===== src/bmcr_pkg.sv =====
// Register map, field positions and reset values of the control registers
package bmcr_pkg;
   localparam logic [7:0] BMCR_OFS_PROT = 8'h00;
   localparam logic [7:0] BMCR_OFS_MODE = 8'h01;
   localparam logic [7:0] BMCR_OFS_NVC  = 8'h07;
   localparam logic [7:0] BMCR_OFS_FEAT = 8'h08;
   localparam logic [7:0] BMCR_OFS_SADDR = 8'h32;
   // Protection register fields
   localparam int BMCR_PROT_HV  = 7;
   localparam int BMCR_PROT_LV  = 6;
   localparam int BMCR_PROT_COC = 5;
   localparam int BMCR_PROT_DOC = 4;
   localparam int BMCR_PROT_CPM = 3;
   localparam int BMCR_PROT_DPM = 2;
   localparam int BMCR_PROT_CE  = 1;
   localparam int BMCR_PROT_DE  = 0;
   // Mode status, nonvolatile control and feature fields
   localparam int BMCR_MODE_SLEEP = 5;
   localparam int BMCR_NVC_BUSY   = 7;
   localparam int BMCR_NVC_LOCKEN = 6;
   localparam int BMCR_NVC_BL2    = 2;
   localparam int BMCR_NVC_BL1    = 1;
   localparam int BMCR_NVC_BL0    = 0;
   localparam int BMCR_FEAT_PSW   = 7;
   localparam int BMCR_FEAT_AWU   = 1;
   // Reset values
   localparam logic [3:0] BMCR_FLAGS_RST = 4'h0;
   localparam logic [1:0] BMCR_EN_RST    = 2'h3;
   localparam logic       BMCR_SLEEP_RST = 1'b0;
   localparam logic       BMCR_PSW_RST   = 1'b1;
   localparam logic       BMCR_AWU_RST   = 1'b0;
   localparam logic       BMCR_LOCKEN_RST = 1'b0;
   localparam logic [7:0] BMCR_SADDR_RST = 8'h68;
   // Sleep entry delay: bus low for more than 2 s
   localparam longint BMCR_SLEEP_MS = 2000;
   localparam longint BMCR_CLK_HZ   = 125000000;
   localparam longint BMCR_SLEEP_CYC = BMCR_SLEEP_MS * BMCR_CLK_HZ / 1000;
   typedef enum logic [1:0] {
      BMCR_ACTIVE = 2'h0,
      BMCR_ASLEEP = 2'h1
   } bmcr_mode_t;
endpackage


===== src/bmcr_regs.sv =====
// Battery monitor control and status register bank
//
// Summary of operation
// [RQ1] Fault flags set on event, stay until cleared
// [RQ2] Protection register bit layout, flags to enables
// [RQ3] Block 1 recall loads enables from 30h
// [RQ4] Pin mirror bits read back control outputs
// [RQ5] Charge enable zero forces charge output high
// [RQ6] Discharge enable zero forces discharge output high
// [RQ7] Waking from sleep sets both enables
// [RQ8] Mode status read-only, loaded by recall
// [RQ9] Sleep after 2 s bus low, wake high
// [RQ10] Host programs sleep default in 31h bit 5
// [RQ11] Copy busy blocks writes and new commands
// [RQ12] Lock needs lock enable; enable clears after
// [RQ13] Block lock flags report locked blocks
// [RQ14] Identifier variant has no block 2
// [RQ15] Power switch latch drops low, host restores
// [RQ16] Address byte writes need unlock bit set
// [RQ17] Host clears unlock bit after address write
// [RQ18] Latch catches pin low in any mode
// [RQ19] Read-only and reserved bits ignore writes
`timescale 1ns/100ps
module bmcr_regs
   import bmcr_pkg::*;
#(
   parameter longint SLEEP_CYC  = BMCR_SLEEP_CYC,
   parameter bit     HAS_UID    = 1'b0
) (
   input  wire logic       clk_sys,
   input  wire logic       resetn,
   input  wire logic [7:0] reg_addr,
   input  wire logic       reg_wr,
   input  wire logic [7:0] reg_wdata,
   output logic      [7:0] reg_rdata,
   input  wire logic       fault_hv,
   input  wire logic       fault_lv,
   input  wire logic       fault_coc,
   input  wire logic       fault_doc,
   input  wire logic       chg_block,
   input  wire logic       dis_block,
   input  wire logic       recall_blk1,
   input  wire logic [7:0] nv_byte30,
   input  wire logic [7:0] nv_byte31,
   input  wire logic       nv_cmd_start,
   input  wire logic       nv_cmd_lock,
   input  wire logic [1:0] nv_cmd_blk,
   input  wire logic       nv_cmd_done,
   output logic            nv_cmd_go,
   output logic            nv_wr_ok,
   input  wire logic       scl_pin,
   input  wire logic       sda_pin,
   input  wire logic       psw_n_pin,
   output logic            chg_ctrl_n,
   output logic            dis_ctrl_n,
   output logic            sleep_state,
   output logic      [7:0] slave_addr
);
   localparam int SCW = $clog2(SLEEP_CYC + 1);
   localparam logic [SCW-1:0] SLEEP_LIM = SCW'(SLEEP_CYC);

   logic [2:0] pins_s;
   bmcr_sync #(.W(3)) u_sync (
      .clk_sys  (clk_sys),
      .resetn   (resetn),
      .async_in ({scl_pin, sda_pin, psw_n_pin}),
      .sync_out (pins_s)
   );
   wire scl_s  = pins_s[2];
   wire sda_s  = pins_s[1];
   wire psw_lo = ~pins_s[0];

   logic [3:0]     flags_q;
   logic [1:0]     en_q;
   logic           sleep_en_q;
   logic           busy_q;
   logic           lock_en_q;
   logic [2:0]     blk_lock_q;
   logic           psw_q;
   logic           awu_q;
   logic [7:0]     saddr_q;
   logic           chg_n_q;
   logic           dis_n_q;
   logic           go_q;
   logic           wr_ok_q;
   logic [7:0]     rdata_q;
   logic [SCW-1:0] low_cnt_q;
   logic           boot_q;
   bmcr_mode_t     mode_q;

   // Address decode
   wire wr_prot  = reg_wr && (reg_addr == BMCR_OFS_PROT);
   wire wr_nvc   = reg_wr && (reg_addr == BMCR_OFS_NVC);
   wire wr_feat  = reg_wr && (reg_addr == BMCR_OFS_FEAT);
   wire wr_saddr = reg_wr && (reg_addr == BMCR_OFS_SADDR)
                   && awu_q && !busy_q && !blk_lock_q[1]; // see [RQ16]

   // Fault flags: event wins over host clear
   wire [3:0] fault_ev = {fault_hv, fault_lv, fault_coc, fault_doc};
   wire [3:0] flags_wv = reg_wdata[BMCR_PROT_HV:BMCR_PROT_DOC];
   wire [3:0] flags_d  = fault_ev
                       | (wr_prot ? (flags_q & flags_wv) : flags_q); // see [RQ1]

   // Sleep and wake decisions
   wire bus_low   = !scl_s && !sda_s;
   wire sleep_go  = (mode_q == BMCR_ACTIVE) && sleep_en_q && bus_low
                    && (low_cnt_q == SLEEP_LIM); // see [RQ9]
   wire bus_wake  = sleep_en_q && (scl_s || sda_s);
   wire wake_go   = (mode_q == BMCR_ASLEEP) && (bus_wake || psw_lo);

   // Enables: wake beats recall beats host write
   wire [1:0] en_d = wake_go     ? 2'h3 :                      // see [RQ7]
                     recall_blk1 ? nv_byte30[BMCR_PROT_CE:BMCR_PROT_DE]
                                 :                             // see [RQ3]
                     wr_prot     ? reg_wdata[BMCR_PROT_CE:BMCR_PROT_DE]
                                 : en_q;

   // Nonvolatile command acceptance
   wire lock_ok = nv_cmd_lock ? lock_en_q : 1'b1;             // see [RQ12]
   wire blk_ok  = !(HAS_UID && nv_cmd_blk == 2'h2);           // see [RQ14]
   wire cmd_go  = nv_cmd_start && !busy_q && lock_ok && blk_ok
                  && (nv_cmd_blk != 2'h3);                    // see [RQ11]
   wire [2:0] blk_bit = 3'(1) << nv_cmd_blk;
   // A new command beats a done pulse in the same cycle
   wire busy_d = cmd_go ? 1'b1 : nv_cmd_done ? 1'b0 : busy_q;

   // Power switch latch: low pin beats host write of one
   wire psw_d = psw_lo ? 1'b0 :                               // see [RQ18]
                (wr_feat && reg_wdata[BMCR_FEAT_PSW]) ? 1'b1 : psw_q;

   // Read mux; reserved bits read zero
   logic [7:0] rd_mux;
   always_comb begin
      rd_mux = 8'h00;
      case (reg_addr)
         BMCR_OFS_PROT: begin
            rd_mux = {flags_q, chg_n_q, dis_n_q, en_q};      // see [RQ2] [RQ4]
         end
         BMCR_OFS_MODE: begin
            rd_mux[BMCR_MODE_SLEEP] = sleep_en_q;
         end
         BMCR_OFS_NVC: begin
            rd_mux[BMCR_NVC_BUSY]   = busy_q;
            rd_mux[BMCR_NVC_LOCKEN] = lock_en_q;
            rd_mux[BMCR_NVC_BL2:BMCR_NVC_BL0] = blk_lock_q;  // see [RQ13]
         end
         BMCR_OFS_FEAT: begin
            rd_mux[BMCR_FEAT_PSW] = psw_q;
            rd_mux[BMCR_FEAT_AWU] = awu_q;
         end
         BMCR_OFS_SADDR: begin
            rd_mux = saddr_q;
         end
         default: begin
            rd_mux = 8'h00;
         end
      endcase
   end

   // Sticky fault flags
   always_ff @(posedge clk_sys or negedge resetn) begin
      if (!resetn) begin
         flags_q <= BMCR_FLAGS_RST;
      end else begin
         flags_q <= flags_d;                                  // see [RQ1]
      end
   end

   always_ff @(posedge clk_sys or negedge resetn) begin
      if (!resetn) begin
         en_q <= BMCR_EN_RST;
      end else begin
         en_q <= en_d;
      end
   end

   // Outputs use the next enables so they track the bits without lag
   always_ff @(posedge clk_sys or negedge resetn) begin
      if (!resetn) begin
         chg_n_q <= 1'b1;
         dis_n_q <= 1'b1;
      end else begin
         chg_n_q <= !en_d[1] || chg_block;                    // see [RQ5]
         dis_n_q <= !en_d[0] || dis_block;                    // see [RQ6]
      end
   end

   // Registered read data keeps the decode off the output path
   always_ff @(posedge clk_sys or negedge resetn) begin
      if (!resetn) begin
         rdata_q <= 8'h00;
      end else begin
         rdata_q <= rd_mux;
      end
   end

   // Mode status only changes through a recall; first cycle recalls too
   always_ff @(posedge clk_sys or negedge resetn) begin
      if (!resetn) begin
         sleep_en_q <= BMCR_SLEEP_RST;
         boot_q     <= 1'b1;
      end else begin
         boot_q <= 1'b0;
         if (recall_blk1 || boot_q) begin
            sleep_en_q <= nv_byte31[BMCR_MODE_SLEEP];         // see [RQ8]
         end
      end
   end

   // Copy and lock sequencing
   always_ff @(posedge clk_sys or negedge resetn) begin
      if (!resetn) begin
         busy_q  <= 1'b0;
         wr_ok_q <= 1'b1;
         go_q    <= 1'b0;
      end else begin
         busy_q  <= busy_d;                                   // see [RQ11]
         wr_ok_q <= !busy_d;
         go_q    <= cmd_go;
      end
   end

   // Lock marks its block at acceptance and disarms the lock enable
   always_ff @(posedge clk_sys or negedge resetn) begin
      if (!resetn) begin
         lock_en_q  <= BMCR_LOCKEN_RST;
         blk_lock_q <= 3'h0;
      end else begin
         if (cmd_go && nv_cmd_lock) begin
            blk_lock_q <= blk_lock_q | blk_bit;
            lock_en_q  <= 1'b0;                               // see [RQ12]
         end else if (wr_nvc) begin
            lock_en_q  <= reg_wdata[BMCR_NVC_LOCKEN];         // see [RQ19]
         end
      end
   end

   // Power switch latch; a held-low pin keeps overriding the host
   always_ff @(posedge clk_sys or negedge resetn) begin
      if (!resetn) begin
         psw_q <= BMCR_PSW_RST;
      end else begin
         psw_q <= psw_d;                                      // see [RQ15]
      end
   end

   // Feature register and address byte
   always_ff @(posedge clk_sys or negedge resetn) begin
      if (!resetn) begin
         awu_q   <= BMCR_AWU_RST;
         saddr_q <= BMCR_SADDR_RST;
      end else begin
         if (wr_feat) begin
            awu_q <= reg_wdata[BMCR_FEAT_AWU];
         end
         if (wr_saddr) begin
            saddr_q <= reg_wdata;
         end else if (recall_blk1) begin
            saddr_q <= saddr_q;
         end
      end
   end

   // Bus-low timer saturates, so a long low cannot wrap and retrigger
   always_ff @(posedge clk_sys or negedge resetn) begin
      if (!resetn) begin
         low_cnt_q <= '0;
      end else if (!bus_low || mode_q != BMCR_ACTIVE) begin
         low_cnt_q <= '0;
      end else if (low_cnt_q != SLEEP_LIM) begin
         low_cnt_q <= low_cnt_q + SCW'(1);
      end
   end

   // Mode state
   always_ff @(posedge clk_sys or negedge resetn) begin
      if (!resetn) begin
         mode_q <= BMCR_ACTIVE;
      end else begin
         case (mode_q)
            BMCR_ACTIVE: begin
               if (sleep_go) begin
                  mode_q <= BMCR_ASLEEP;
               end
            end
            BMCR_ASLEEP: begin
               if (wake_go) begin
                  mode_q <= BMCR_ACTIVE;
               end
            end
            default: begin
               mode_q <= BMCR_ACTIVE;
            end
         endcase
      end
   end

   assign reg_rdata   = rdata_q;
   assign nv_cmd_go   = go_q;
   assign nv_wr_ok    = wr_ok_q;                              // see [RQ11]
   assign chg_ctrl_n  = chg_n_q;
   assign dis_ctrl_n  = dis_n_q;
   // Only the asleep state has bit 0 set, so this is a plain flop bit
   assign sleep_state = mode_q[0];
   assign slave_addr  = saddr_q;
endmodule


===== src/bmcr_sync.sv =====
// Two-flop synchroniser bank for pin inputs
`timescale 1ns/100ps
module bmcr_sync #(
   parameter int W = 1
) (
   input  wire logic         clk_sys,
   input  wire logic         resetn,
   input  wire logic [W-1:0] async_in,
   output logic      [W-1:0] sync_out
);
   logic [W-1:0] meta_q;
   logic [W-1:0] sync_q;
   always_ff @(posedge clk_sys or negedge resetn) begin
      if (!resetn) begin
         // Pins idle high; resetting to one avoids a false low after reset
         meta_q <= '1;
         sync_q <= '1;
      end else begin
         meta_q <= async_in;
         sync_q <= meta_q;
      end
   end
   assign sync_out = sync_q;
endmodule


===== config.mk =====
export PLATFORM = sky130hd
export DESIGN_NAME = bmcr_regs
export DESIGN_NICKNAME = d
export VERILOG_FILES = /design/src/bmcr_pkg.sv /design/src/bmcr_regs.sv /design/src/bmcr_sync.sv
export SDC_FILE = /design/constraint.sdc
export NUM_CORES = 1
export LEC_CHECK = 0
export ABC_AREA = 1
export BUFFER_PORTS_ARGS = -buffer_cell sky130_fd_sc_hd__clkbuf_2
export CORE_MARGIN = 2
export CORE_UTILIZATION = 54
export DETAILED_ROUTE_END_ITERATION = 10
export GPL_TIMING_DRIVEN = 0
export PLACE_DENSITY = 0.78
export SLEW_MARGIN = 20
export SYNTH_ARGS = -nofsm -noshare
export SYNTH_HDL_FRONTEND = slang
export SYNTH_SLANG_ARGS = --single-unit

===== constraint.sdc =====
create_clock -name clk_sys -period 1.9 [get_ports clk_sys]
set_input_delay 0.38 -clock clk_sys [delete_from_list [all_inputs] [get_ports clk_sys]]
set_output_delay 0.38 -clock clk_sys [all_outputs]
set_load 0.01 [all_outputs]

==> metrics.txt <==
status complete, no violations; data required time of the worst path 2.13 ns; DIE HEIGHT 86.0 um; crit-path max cell delay roughly 0.41 ns; Synthesis Warnings 0; Critical path buffers and inverters 0; non-filler cells, final 645; HP Start psw_n_pin; Sequential Power Share 0.519; signal arrival time at the worst endpoint 1.84 ns; Die Footprint 7390 um2; total gr overflow 0; Hold WS 0.107 ns; fmax between 0.6 and 0.7 GHz; PwrDens ~710 nW/um2; vias in the first global route ~3.2k; final RePlAce weighted congestion 0.909; Port Buffers 56; cell total after placement ~630; H-tree levels 3; RSZ-0062 raised after global routing false; first-pass GRT wire length 14700 um; Detailed Route Iter0 Violations 180; Mapped Nets about 550; WL final 8540 um; Power Internal 2.29 mW; Clk network pwr share 0.423; final hold violation count 0; Static Leak between 2 and 2.5 nW; antenna diode count 0; # clock sinks 70; die width around 86 um; worst setup margin ~0.28 ns; insertion delay to the later sink of the worst-skew pair 0.36 ns; I/O pin cnt 71; Slew Viols, Final 0; most frequent cells in the layout nand2_1, nor2_1, inv_1; Worst Setup SP low_cnt_q[0]$_DFFE_PN0P_; Post-Syn Area per Cell 7.35 um2; CP max-delay cell dfrtp_1; num rows 29; Via density 5.11; CP top delay family simple AND/OR/NAND/NOR gates; Yosys cell types 31; Startpoint Class flop; initial antenna violation count 0; Final min period 1.62 ns; Final period util 0.851; final core occ 0.663; wire per inst between 10 and 15 um; routed vias 3293; Synth Cell Area 3630 um2; Slew @ Worst Pin between 0.5 and 0.6 ns; Clk Tree Root Cell clkbuf_8; CTS tree built; Combinational Power Share 0.058; Area Growth Syn to Fin 17.2%; cts repair resizes 0; Synth Instances 494; Reg clk slew, reported paths around 0.08 ns; Critical Path End Type flop; DR pass1 iterations 5; max cap viols 0; share of post-route cells with drive strength above 1 0.197; commonest non-fill, non-tap cell in the layout nand2_1; gr usage total 0.260; final setup vio count 0; core area 6420 um2; critical path peak fanout 6; Peak supply drop 0.606 mV; Hold Path Class in -> reg; Sw Ratio 0.238; crit path cell chain ha_1 > nand2_1 > nor2_4 > nand2_1 > nor2_1 > xor2_1 > nor2_1; final net count 615; CTS Buffer Depth 2; Max-slew headroom 0.661; sequential share of the synthesized area 0.488; DRC 0; starting density of the core 0.565; Post-DRT Antenna Nets 0; Detail Placement HPWL 6490 um; Critical Setup Path Class reg -> reg; pin count of the biggest net entering global routing 54; reg2reg start low_cnt_q[0]$_DFFE_PN0P_; Pwr Total ~3.0 mW; FF+latch count, synth 70; Final Skew roughly 0.013 ns; pre-CTS setup slack 0.319 ns; CTS Buf Count 9; net switching power 0.714 mW
flip-flops by register name, summed over array words and instances, names as in the netlist:
register and flops:
low_cnt_q 28, reg_rdata 8, slave_addr 8, flags_q 4, blk_lock_q 3, u_sync.meta_q 3
u_sync.sync_out 3, en_q 2, awu_q 1, boot_q 1, busy_q 1, chg_ctrl_n 1
dis_ctrl_n 1, lock_en_q 1, mode_q 1, nv_cmd_go 1, nv_wr_ok 1, psw_q 1
sleep_en_q 1
Yosys cell counts (all sizes together):
| cell | number | area [um2] |
|---|---|---|
| o211ai | 2 | 15.0 |
| a2bb2oi | 1 | 8.76 |
| nor2 | 99 | 417 |
| a211oi | 1 | 7.51 |
| nand2 | 157 | 602 |
| nor3 | 3 | 20.0 |
| buf | 4 | 25.0 |
| a21oi | 11 | 55.1 |
| clkbuf | 1 | 3.75 |
| conb | 1 | 3.75 |
| o21bai | 2 | 15.0 |
| nand3 | 30 | 160 |
| nor4 | 1 | 6.26 |
| dfstp | 16 | 420 |
| xnor2 | 1 | 8.76 |
| ha | 2 | 25.0 |
| inv | 69 | 259 |
| nand4 | 9 | 56.3 |
| nand3b | 2 | 18.8 |
| o21ai | 25 | 125 |
| xor2 | 3 | 26.3 |
| dfrtp | 54 | 1350 |
kinds of logic after synthesis:
logic type	count (synthesis)	synth area share
simple gates	301	0.353
other cells	1	0.00103
flops	70	0.488
compound gates	42	0.0624
buf+inv	74	0.0793
fa+ha+maj	2	0.00689
xor+xnor	4	0.00965
power groups by stage:
stage	sequential [mW]	clock (mW)	combinational [mW]
after floorplan	1.59	0	0.0667
after global placement	1.59	0	0.163
after detailed placement	1.59	0	0.175
after CTS	1.56	1.31	0.179
after global routing	1.56	1.35	0.203
final	1.56	1.27	0.175
per-layer routing:
metal / GRT usage / up-vias / share of wire
li1: - / 1663 / -
met1: 0.359 / 1499 / 0.48
met2: 0.395 / 117 / 0.44
met3: 0.0626 / 14 / 0.059
met4: 0.107 / 0 / 0.020
met5: 0 / - / 0
cell type report:
cell class	count	area [um2]
Inverter	69	259
Multi-Input combinational cell	350	1570
Clock buffer	12	155
Fill cell	565	2170
Buffer	5	28.8
Timing Repair Buffer	58	320
Tap cell	77	96.3
Clock inverter	4	53.8
Sequential cell	70	1770
worst paths after layout:
check / slack [ns] / cells past startpoint / endpoint
min in group asynchronous: 0.47 / 2 / low_cnt_q[21]$_DFFE_PN0P_
setup reg to reg: 0.28 / 7 / low_cnt_q[16]$_DFFE_PN0P_
max in group asynchronous: 0.84 / 3 / slave_addr[6]$_DFFE_PN1P_
hold / removal: 0.11 / 1 / u_sync.meta_q[0]$_DFF_PN1_
hold reg to reg: 0.35 / 0 / u_sync.sync_out[0]$_DFF_PN1_
setup / recovery: 0.28 / 7 / low_cnt_q[16]$_DFFE_PN0P_
metrics by stage:
stage / setup TNS [ns] / instance area, um2
2_1_floorplan: 0 / 3630
3_3_place_gp: -4.50 / 4010
3_5_place_dp: 0 / 4040
4_1_cts: 0 / 4260
5_1_grt: 0 / 4260
6_report: 0 / 4260
timing repair:
action / in CTS / in global routing
buffers inserted: 0 / 0
endpoints found under the hold margin: 16 / 0
hold buffers: 1 / 0
Power figures use the tool's default switching activity.
